<file path="config.mk">
export PLATFORM = sky130hd
export DESIGN_NAME = wtx_drive_ctrl
export DESIGN_NICKNAME = d
export VERILOG_FILES = /design/src/hdl/wtx_pkg.sv /design/src/hdl/wtx_pin_sync.sv /design/src/hdl/wtx_drive_ctrl.sv
export SDC_FILE = /design/constraint.sdc
export NUM_CORES = 1
export LEC_CHECK = 0
export ABC_CLOCK_PERIOD_IN_PS = 17300
export BUFFER_PORTS_ARGS = -buffer_cell sky130_fd_sc_hd__buf_2
export CAP_MARGIN = 30
export CORE_MARGIN = 2
export CORE_UTILIZATION = 40
export CTS_BUF_LIST = sky130_fd_sc_hd__clkbuf_8
export CTS_CLUSTER_DIAMETER = 30
export DETAILED_ROUTE_END_ITERATION = 7
export PLACE_DENSITY = 0.68
export REMOVE_ABC_BUFFERS = 1
export SYNTH_ARGS = -nofsm -noshare
export SYNTH_HDL_FRONTEND = slang
export SYNTH_HIERARCHICAL = 1
export SYNTH_SLANG_ARGS = --single-unit
</file>
<file path="constraint.sdc">
create_clock -name clk -period 17.3 [get_ports clk]
set_input_delay 5.19 -clock clk [delete_from_list [all_inputs] [get_ports clk]]
set_output_delay 5.19 -clock clk [all_outputs]
set_load 0.01 [all_outputs]
</file>
<file path="src/hdl/wtx_pkg.sv">
// Package: timing constants and state type for the wireless transmitter drive control
package wtx_pkg;

  // ==========================================================================
  // Clock
  // ==========================================================================
  localparam longint unsigned WTX_CLK_HZ = 64'd200_000_000;

  // ==========================================================================
  // Times in their own units
  // ==========================================================================
  localparam longint unsigned WTX_DC_BUZZ_MS = 64'd500;   // 0.5 s
  localparam longint unsigned WTX_AC_BUZZ_MS = 64'd200;   // 0.2 s
  localparam longint unsigned WTX_AC_TONE_HZ = 64'd4000;
  localparam longint unsigned WTX_SUSPEND_S = 64'd300;    // About five minutes
  localparam longint unsigned WTX_STARTUP_NS = 64'd1000;  // Internal startup sequence length

  // ==========================================================================
  // Derived cycle counts
  // ==========================================================================
  localparam longint unsigned WTX_DC_BUZZ_CYC = WTX_CLK_HZ * WTX_DC_BUZZ_MS / 64'd1000;
  localparam longint unsigned WTX_AC_BUZZ_CYC = WTX_CLK_HZ * WTX_AC_BUZZ_MS / 64'd1000;
  localparam longint unsigned WTX_AC_HALF_CYC = WTX_CLK_HZ / (64'd2 * WTX_AC_TONE_HZ);
  localparam longint unsigned WTX_SUSPEND_CYC = WTX_CLK_HZ * WTX_SUSPEND_S;
  // Least time: round up
  localparam longint unsigned WTX_STARTUP_CYC_L =
    (WTX_STARTUP_NS * WTX_CLK_HZ + 64'd999_999_999) / 64'd1_000_000_000;
  localparam logic [7:0] WTX_STARTUP_CYC = WTX_STARTUP_CYC_L[7:0];

  // ==========================================================================
  // Widths and reset values
  // ==========================================================================
  localparam int WTX_HALF_W = 16;
  localparam int WTX_LONG_W = 36;
  localparam int WTX_BUZZ_W = 27;
  localparam logic WTX_PIN_HIGH = 1'b1;
  localparam logic WTX_PIN_LOW = 1'b0;

  typedef enum logic [1:0] {
    WTX_ST_RESET,
    WTX_ST_STARTUP,
    WTX_ST_RUN,
    WTX_ST_SUSPEND
  } wtx_state_type;

endpackage

</file>
<file path="src/hdl/wtx_pin_sync.sv">
// Three-stage pin synchroniser that accepts a change once stages two and three agree
`timescale 1ns/1ps
module wtx_pin_sync #(
  parameter logic RST_VAL = 1'b0
) (
  input wire logic clk,
  input wire logic sys_rst,
  input wire logic pin_in,
  output logic level_out
);

  logic s1_q;
  logic s2_q;
  logic s3_q;

  // ==========================================================================
  // Stages
  // ==========================================================================
  // First stage feeds only the second, to contain metastability
  always_ff @(posedge clk or posedge sys_rst) begin
    if (sys_rst) begin
      s1_q <= RST_VAL;
      s2_q <= RST_VAL;
      s3_q <= RST_VAL;
    end else begin
      s1_q <= pin_in;
      s2_q <= s1_q;
      s3_q <= s2_q;
    end
  end

  // Accept only a level seen on two later stages
  always_ff @(posedge clk or posedge sys_rst) begin
    if (sys_rst) begin
      level_out <= RST_VAL;
    end else if (s2_q == s3_q) begin
      level_out <= s3_q;
    end
  end

endmodule

</file>
<file path="src/hdl/wtx_drive_ctrl.sv">
// Coil drive, buzzer, damping and supervision logic of the wireless power transmitter
//
// Contract
// - Coil drive is a 50% square wave whose frequency the feedback loop sets.
// - Topology select low: driver enable held high, square wave on coil drive only.
// - Topology select high: both outputs square; enable pulse shorter to give dead time.
// - Transfer start drives the DC buzzer high for 0.5 s.
// - Transfer start gives a 0.2 s 4000 Hz burst on the AC buzzer, idle otherwise.
// - Temperature comparator trip at 1.25 V stops transfer and enters suspend.
// - Suspend retries after about five minutes or when the receiver is removed.
// - Coil damping output follows the protocol's damping request.
// - Supply above release level starts a startup sequence, then normal operation.
// - Device stays in reset while the external reset pin is low.
`timescale 1ns/1ps
module wtx_drive_ctrl
  import wtx_pkg::*;
#(
  parameter logic [WTX_LONG_W-1:0] SUSPEND_CYCLES = WTX_SUSPEND_CYC[WTX_LONG_W-1:0],
  parameter logic [WTX_BUZZ_W-1:0] DC_BUZZ_CYCLES = WTX_DC_BUZZ_CYC[WTX_BUZZ_W-1:0],
  parameter logic [WTX_BUZZ_W-1:0] AC_BUZZ_CYCLES = WTX_AC_BUZZ_CYC[WTX_BUZZ_W-1:0],
  parameter logic [WTX_HALF_W-1:0] AC_HALF_CYCLES = WTX_AC_HALF_CYC[WTX_HALF_W-1:0]
) (
  input wire logic clk,
  input wire logic sys_rst,
  input wire logic ext_reset_n,
  input wire logic supply_above_release,
  input wire logic drive_topology_select,
  input wire logic temp_over_threshold,
  input wire logic receiver_present,
  input wire logic transfer_start,
  input wire logic damping_request,
  input wire logic [WTX_HALF_W-1:0] half_period,
  input wire logic [WTX_HALF_W-1:0] dead_cycles,
  output logic coil_drive_out,
  output logic driver_enable_out,
  output logic coil_damping_out,
  output logic dc_buzzer_out,
  output logic ac_buzzer_out,
  output logic transfer_active,
  output logic suspended
);

  // ==========================================================================
  // Pin synchronisers
  // ==========================================================================
  logic rst_n_s;
  logic supply_s;
  logic topo_s;
  logic temp_s;

  wtx_pin_sync #(.RST_VAL(WTX_PIN_LOW)) u_sync_rst (
    .clk(clk),
    .sys_rst(sys_rst),
    .pin_in(ext_reset_n),
    .level_out(rst_n_s)
  );

  wtx_pin_sync #(.RST_VAL(WTX_PIN_LOW)) u_sync_supply (
    .clk(clk),
    .sys_rst(sys_rst),
    .pin_in(supply_above_release),
    .level_out(supply_s)
  );

  wtx_pin_sync #(.RST_VAL(WTX_PIN_LOW)) u_sync_topo (
    .clk(clk),
    .sys_rst(sys_rst),
    .pin_in(drive_topology_select),
    .level_out(topo_s)
  );

  // Trip held asserted at reset so nothing drives before the first real sample
  wtx_pin_sync #(.RST_VAL(WTX_PIN_HIGH)) u_sync_temp (
    .clk(clk),
    .sys_rst(sys_rst),
    .pin_in(temp_over_threshold),
    .level_out(temp_s)
  );

  // ==========================================================================
  // Supervisor state machine
  // ==========================================================================
  wtx_state_type state_q;
  wtx_state_type state_d;
  logic [7:0] start_cnt_q;
  logic [WTX_LONG_W-1:0] susp_cnt_q;
  logic hold_reset;
  logic run;
  logic start_done;
  logic susp_done;

  assign hold_reset = !rst_n_s || !supply_s;
  assign run = (state_q == WTX_ST_RUN);
  assign start_done = (start_cnt_q == WTX_STARTUP_CYC - 8'h01);
  assign susp_done = (susp_cnt_q == SUSPEND_CYCLES - 36'h0_0000_0001);

  // Next state; reset hold overrides every other condition
  always_comb begin
    state_d = state_q;
    if (hold_reset) begin
      state_d = WTX_ST_RESET;
    end else begin
      unique case (state_q)
        WTX_ST_RESET: begin
          state_d = WTX_ST_STARTUP;
        end
        WTX_ST_STARTUP: begin
          if (start_done) begin
            state_d = WTX_ST_RUN;
          end
        end
        WTX_ST_RUN: begin
          if (temp_s) begin
            state_d = WTX_ST_SUSPEND;
          end
        end
        WTX_ST_SUSPEND: begin
          // A retry with the trip still present drops straight back here
          if (susp_done || !receiver_present) begin
            state_d = WTX_ST_RUN;
          end
        end
      endcase
    end
  end

  always_ff @(posedge clk or posedge sys_rst) begin
    if (sys_rst) begin
      state_q <= WTX_ST_RESET;
    end else begin
      state_q <= state_d;
    end
  end

  // Startup sequence length
  always_ff @(posedge clk or posedge sys_rst) begin
    if (sys_rst) begin
      start_cnt_q <= 8'h00;
    end else if (state_q == WTX_ST_STARTUP && !start_done) begin
      start_cnt_q <= start_cnt_q + 8'h01;
    end else begin
      start_cnt_q <= 8'h00;
    end
  end

  // Suspend retry timer, restarted on each entry
  always_ff @(posedge clk or posedge sys_rst) begin
    if (sys_rst) begin
      susp_cnt_q <= '0;
    end else if (state_q == WTX_ST_SUSPEND && !susp_done) begin
      susp_cnt_q <= susp_cnt_q + 36'h0_0000_0001;
    end else begin
      susp_cnt_q <= '0;
    end
  end

  // ==========================================================================
  // Variable frequency square wave
  // ==========================================================================
  logic [WTX_HALF_W-1:0] pwm_cnt_q;
  logic [WTX_HALF_W-1:0] half_q;
  logic [WTX_HALF_W-1:0] dead_q;
  logic phase_q;
  logic half_end;

  assign half_end = (pwm_cnt_q >= half_q - 16'h0001);

  // New period taken only at a half boundary so both halves stay equal
  always_ff @(posedge clk or posedge sys_rst) begin
    if (sys_rst) begin
      pwm_cnt_q <= '0;
      phase_q <= 1'b0;
      half_q <= 16'h0001;
      dead_q <= '0;
    end else if (!run) begin
      pwm_cnt_q <= '0;
      phase_q <= 1'b0;
      half_q <= (half_period == '0) ? 16'h0001 : half_period;
      dead_q <= dead_cycles;
    end else if (half_end) begin
      pwm_cnt_q <= '0;
      phase_q <= !phase_q;
      if (phase_q) begin
        half_q <= (half_period == '0) ? 16'h0001 : half_period;
        dead_q <= dead_cycles;
      end
    end else begin
      pwm_cnt_q <= pwm_cnt_q + 16'h0001;
    end
  end

  // Registered pin drivers; enable pulse starts late by the dead count
  always_ff @(posedge clk or posedge sys_rst) begin
    if (sys_rst) begin
      coil_drive_out <= 1'b0;
      driver_enable_out <= 1'b0;
      coil_damping_out <= 1'b0;
    end else if (!run) begin
      coil_drive_out <= 1'b0;
      driver_enable_out <= 1'b0;
      coil_damping_out <= 1'b0;
    end else begin
      coil_drive_out <= phase_q;
      if (topo_s) begin
        driver_enable_out <= phase_q && (pwm_cnt_q >= dead_q);
      end else begin
        driver_enable_out <= 1'b1;
      end
      coil_damping_out <= damping_request;
    end
  end

  // ==========================================================================
  // Buzzers
  // ==========================================================================
  logic [WTX_BUZZ_W-1:0] dc_cnt_q;
  logic [WTX_BUZZ_W-1:0] ac_cnt_q;
  logic [WTX_HALF_W-1:0] tone_cnt_q;
  logic tone_q;
  logic start_take;

  assign start_take = run && transfer_start;

  // Burst timers; a repeat start restarts both
  always_ff @(posedge clk or posedge sys_rst) begin
    if (sys_rst) begin
      dc_cnt_q <= '0;
      ac_cnt_q <= '0;
    end else if (!run) begin
      dc_cnt_q <= '0;
      ac_cnt_q <= '0;
    end else if (start_take) begin
      dc_cnt_q <= DC_BUZZ_CYCLES;
      ac_cnt_q <= AC_BUZZ_CYCLES;
    end else begin
      if (dc_cnt_q != '0) begin
        dc_cnt_q <= dc_cnt_q - 27'h000_0001;
      end
      if (ac_cnt_q != '0) begin
        ac_cnt_q <= ac_cnt_q - 27'h000_0001;
      end
    end
  end

  // Tone divider runs only inside the burst, so each burst opens with a high half
  always_ff @(posedge clk or posedge sys_rst) begin
    if (sys_rst) begin
      tone_cnt_q <= '0;
      tone_q <= 1'b0;
    end else if (ac_cnt_q == '0 || start_take) begin
      tone_cnt_q <= '0;
      tone_q <= 1'b1;
    end else if (tone_cnt_q == AC_HALF_CYCLES - 16'h0001) begin
      tone_cnt_q <= '0;
      tone_q <= !tone_q;
    end else begin
      tone_cnt_q <= tone_cnt_q + 16'h0001;
    end
  end

  always_ff @(posedge clk or posedge sys_rst) begin
    if (sys_rst) begin
      dc_buzzer_out <= 1'b0;
      ac_buzzer_out <= 1'b0;
    end else begin
      dc_buzzer_out <= run && (dc_cnt_q != '0);
      ac_buzzer_out <= run && (ac_cnt_q != '0) && tone_q;
    end
  end

  // Status flags
  always_ff @(posedge clk or posedge sys_rst) begin
    if (sys_rst) begin
      transfer_active <= 1'b0;
      suspended <= 1'b0;
    end else begin
      transfer_active <= run;
      suspended <= (state_q == WTX_ST_SUSPEND);
    end
  end
endmodule

</file>
==> impl_metrics.csv <==
group,metric,value,unit
setup_path,path_cells,"buf_2 -> inv_1 -> nand2_1 -> buf_4 -> or3_1 -> o41ai_1",
power_and_ir_drop,power_switching,0.0002869,W
floorplan,dieArea,25180,sq um
yosys,yosys_warnings,6,
yosys,yosysSeqAreaShare,0.4948,
clocking,numCtsBuffers,17,
clocking,ctsResizeCount,0,
clocking,h-tree-depth,4,
routing,vias,6991,
timing,fin_hold_ws,0.3649,ns
clocking,clock-root-buffer,"clkbuf_8",
global_route,overflow,0,
routing,route.detailed.drc,0,
layout,synthToLayoutAreaGrowth,10.56,%
yosys,synthDistinctLibCells,59,
clocking,clk_pin_slew,0.10,ns
run,cap_violations,0,
yosys,synthTopCellsByCount,"dfrtp_1 (184), nor2_1 (127), xor2_1 (59), nand2_1 (51), nand3_1 (43)",
clocking,clock_latency,0.47,ns
global_route,use_met2,0.2480,
power_and_ir_drop,powerDensity,88.04,nW/um^2
global_route,grtUsageMet1,0.2134,
timing,maxSlewViolCount,0,
clocking,cts_sinks,189,
setup_path,cp_slowest_cell,"or3_1",
yosys,synth_area_leaders,"dfrtp_1 (48%), xor2_1 (5.4%), ha_1 (5.1%)",
clocking,cts_setup_buffers,0,
yosys,yosysTopAreaCell,"dfrtp_1",
yosys,ys_seq_elements,189,
timing,setup_tns,0,ns
power_and_ir_drop,peakVddDrop,0.05088,mV
yosys,yosys_most_used_dff,"dfrtp_1",
run_status,status,"complete, no violations",
global_route,grtUsageTotal,0.1572,
timing,setup_viol,0,
floorplan,start_util,0.4078,
clocking,hold_buffers,0,
setup_path,crit_arrival,6.82,ns
layout,nFillCells,2215,
yosys,yosysMostFrequentCell,"dfrtp_1",
setup_path,crit_fanout,25,
timing,fmax,0.1549,GHz
setup_path,path_class,"in -> reg",
placed_design,gp_congestion,0.8050,
worst_hold_path,holdCritPathClass,"reg -> reg",
routing,wl_per_cell,14.05,um
power_and_ir_drop,power.internal,0.0006447,W
global_route,grt_max_degree,100,
setup_path,cp_slowest_stage_delay,0.33,ns
yosys,synth_edf_count,0,
floorplan,die_h,158.7,um
timing,period_minus_slack,6.455,ns
floorplan,core-area,23470,sq um
power_and_ir_drop,leakagePower,4.795,nW
timing,period_share,0.3731,
yosys,async_reset_ff_frac,1.000,
routing,ant_nets,0,
global_route,use_met3,0.03021,
yosys,yosysTopAreaCellShare,0.4810,
global_route,antenna_found_initial,0,
layout,nNetsFinal,1067,
setup_path,startpoint_type,"input pin",
floorplan,rows,56,
routing,vias_per_cell,5.296,
clocking,cts_tree,"built",
power_and_ir_drop,comb_power_share,0.192,
global_route,grt_pass1_vias,6766,
global_route,grt_pass1_wl,31970,um
timing,fin_skew,0.01847,ns
yosys,synthesis.area,9572,sq um
clocking,clockBufferDepth,2,
power_and_ir_drop,swShare,0.3080,
timing,max_slew.worst_pin.slew,0.9117,ns
routing,first_iter_violations,515,
floorplan,fp.dieW,158.7,um
timing,rsz0062_at_grt,"no",
setup_path,cp.required,17.67,ns
yosys,syn_avg_cell_area,10.19,sq um
timing,slew_headroom,0.3922,
layout,drive_above_1_share,0.1450,
timing,hold_violations,0,
placed_design,dpl.hpwl,12900,um
placed_design,portBuffers,47,
yosys,synthCells,939,
global_route,busiest_layer,"met2",
setup_path,cp-end-kind,"flip-flop",
routing,drt_first_pass_iters,5,
power_and_ir_drop,pwr-share-seq,0.508,
floorplan,pin_count,48,
power_and_ir_drop,power_frac_clock,0.300,
routing,drt-total-wl,18540,um
-- worst paths after layout --
check / depth (start not counted) / startpoint / slack [ns] / end
max: 6 / transfer_start / 10.84 / dc_cnt_q[10]$_DFFE_PP0P_
min: 0 / u_sync_temp/s1_q$_DFF_PP1_ / 0.36 / u_sync_temp/s2_q$_DFF_PP1_
max reg2reg: 11 / half_q[6]$_DFFE_PP0P_ / 13.32 / dead_q[13]$_DFFE_PP0P_
min reg2reg: 0 / u_sync_temp/s1_q$_DFF_PP1_ / 0.36 / u_sync_temp/s2_q$_DFF_PP1_
max in group asynchronous: 3 / sys_rst / 10.89 / ac_buzzer_out$_DFF_PP0_
min in group asynchronous: 2 / sys_rst / 4.64 / u_sync_topo/s1_q$_DFF_PP0_
-- power by group through the flow --
stage,combinational [W],sequential [W],clock [W]
after CTS,0.000180,0.000474,0.000288
after global placement,0.000174,0.000482,0
after global routing,0.000201,0.000476,0.000307
after floorplan,0.000132,0.000479,0
after detailed placement,0.000178,0.000482,0
final,0.000178,0.000473,0.000280
-- metal layers --
metal,share of wire,vias to the layer above
met3,0.028,25
met5,0,-
li1,-,3459
met4,0.019,0
met1,0.49,3405
met2,0.46,102
-- layout by cell type (no fill, tap or decap), types with 15 or more instances in the layout --
master / Yosys / routed
dfrtp_1: 184 / 184
nor2_1: 127 / 127
xor2_1: 59 / 59
nand2_1: 51 / 51
buf_2: 3 / 48
nand3_1: 43 / 43
ha_1: 39 / 39
inv_1: 35 / 35
xnor2_1: 35 / 35
a21oi_1: 33 / 33
mux2_2: 33 / 33
or4_1: 27 / 27
nand4_1: 24 / 24
nor3_1: 22 / 22
or3_1: 22 / 22
nor4_1: 22 / 21
o21ai_0: 18 / 18
clkbuf_8: 0 / 17
and3_1: 15 / 15
-- registers in the layout, summed over array words and instances (netlist names), 2 cells and up --
register,flops
ac_cnt_q,27
dc_cnt_q,27
dead_q,16
half_q,16
pwm_cnt_q,16
start_cnt_q,8
state_q,2
susp_cnt_q,36
tone_cnt_q,16
-- cell type report --
type / count / area [sq um] / share of cell area
sequential: 189 / 4736 / 0.4475
multi-input combinational: 687 / 4606 / 0.4352
tap: 319 / 399.1 / 0.03772
timing repair buffer: 56 / 327.8 / 0.03098
clock buffer: 17 / 234.0 / 0.02211
inverter: 36 / 140.1 / 0.01324
clock inverter: 15 / 137.6 / 0.01301
antenna: 1 / 2.502 / 0.0002365
-- cells by family (layout without fill, tap and decap cells) --
| logic type | count (synthesis) | after routing | synth area share |
|---|---|---|---|
| flops | 189 | 189 | 0.4948 |
| mux | 35 | 35 | 0.04092 |
| buf+inv | 63 | 124 | 0.02627 |
| compound gates | 118 | 118 | 0.08170 |
| fa+ha+maj | 43 | 43 | 0.05569 |
| xor+xnor | 94 | 94 | 0.08601 |
| other cells | 0 | 1 | 0 |
| simple gates | 397 | 397 | 0.2146 |
-- critical path, delay by kind of cell --
kind | cells | cell delay [ns]
AOI/OAI and AO/OA | 1 | 0.24
and+or+nand+nor | 2 | 0.58
buffers and inverters | 3 | 0.80
-- stage by stage --
| stage | cells | instance area (sq um) | util | power, W | setup WS (ns) |
|---|---|---|---|---|---|
| final | 1320 | 10580 | 0.4509 | 0.0009317 | 10.84 |
| after global routing | 1319 | 10580 | 0.4507 | 0.0009845 | 10.55 |
| after CTS | 1319 | 10580 | 0.4507 | 0.0009406 | 10.76 |
| after detailed placement | 1287 | 10210 | 0.4349 | 0.0006601 | 10.26 |
| after global placement | 1284 | 10160 | 0.4329 | 0.0006554 | 10.29 |
| after floorplan | 912 | 9455 | - | 0.0006109 | 7.423 |
No activity file was read; power rests on OpenSTA's default activity.
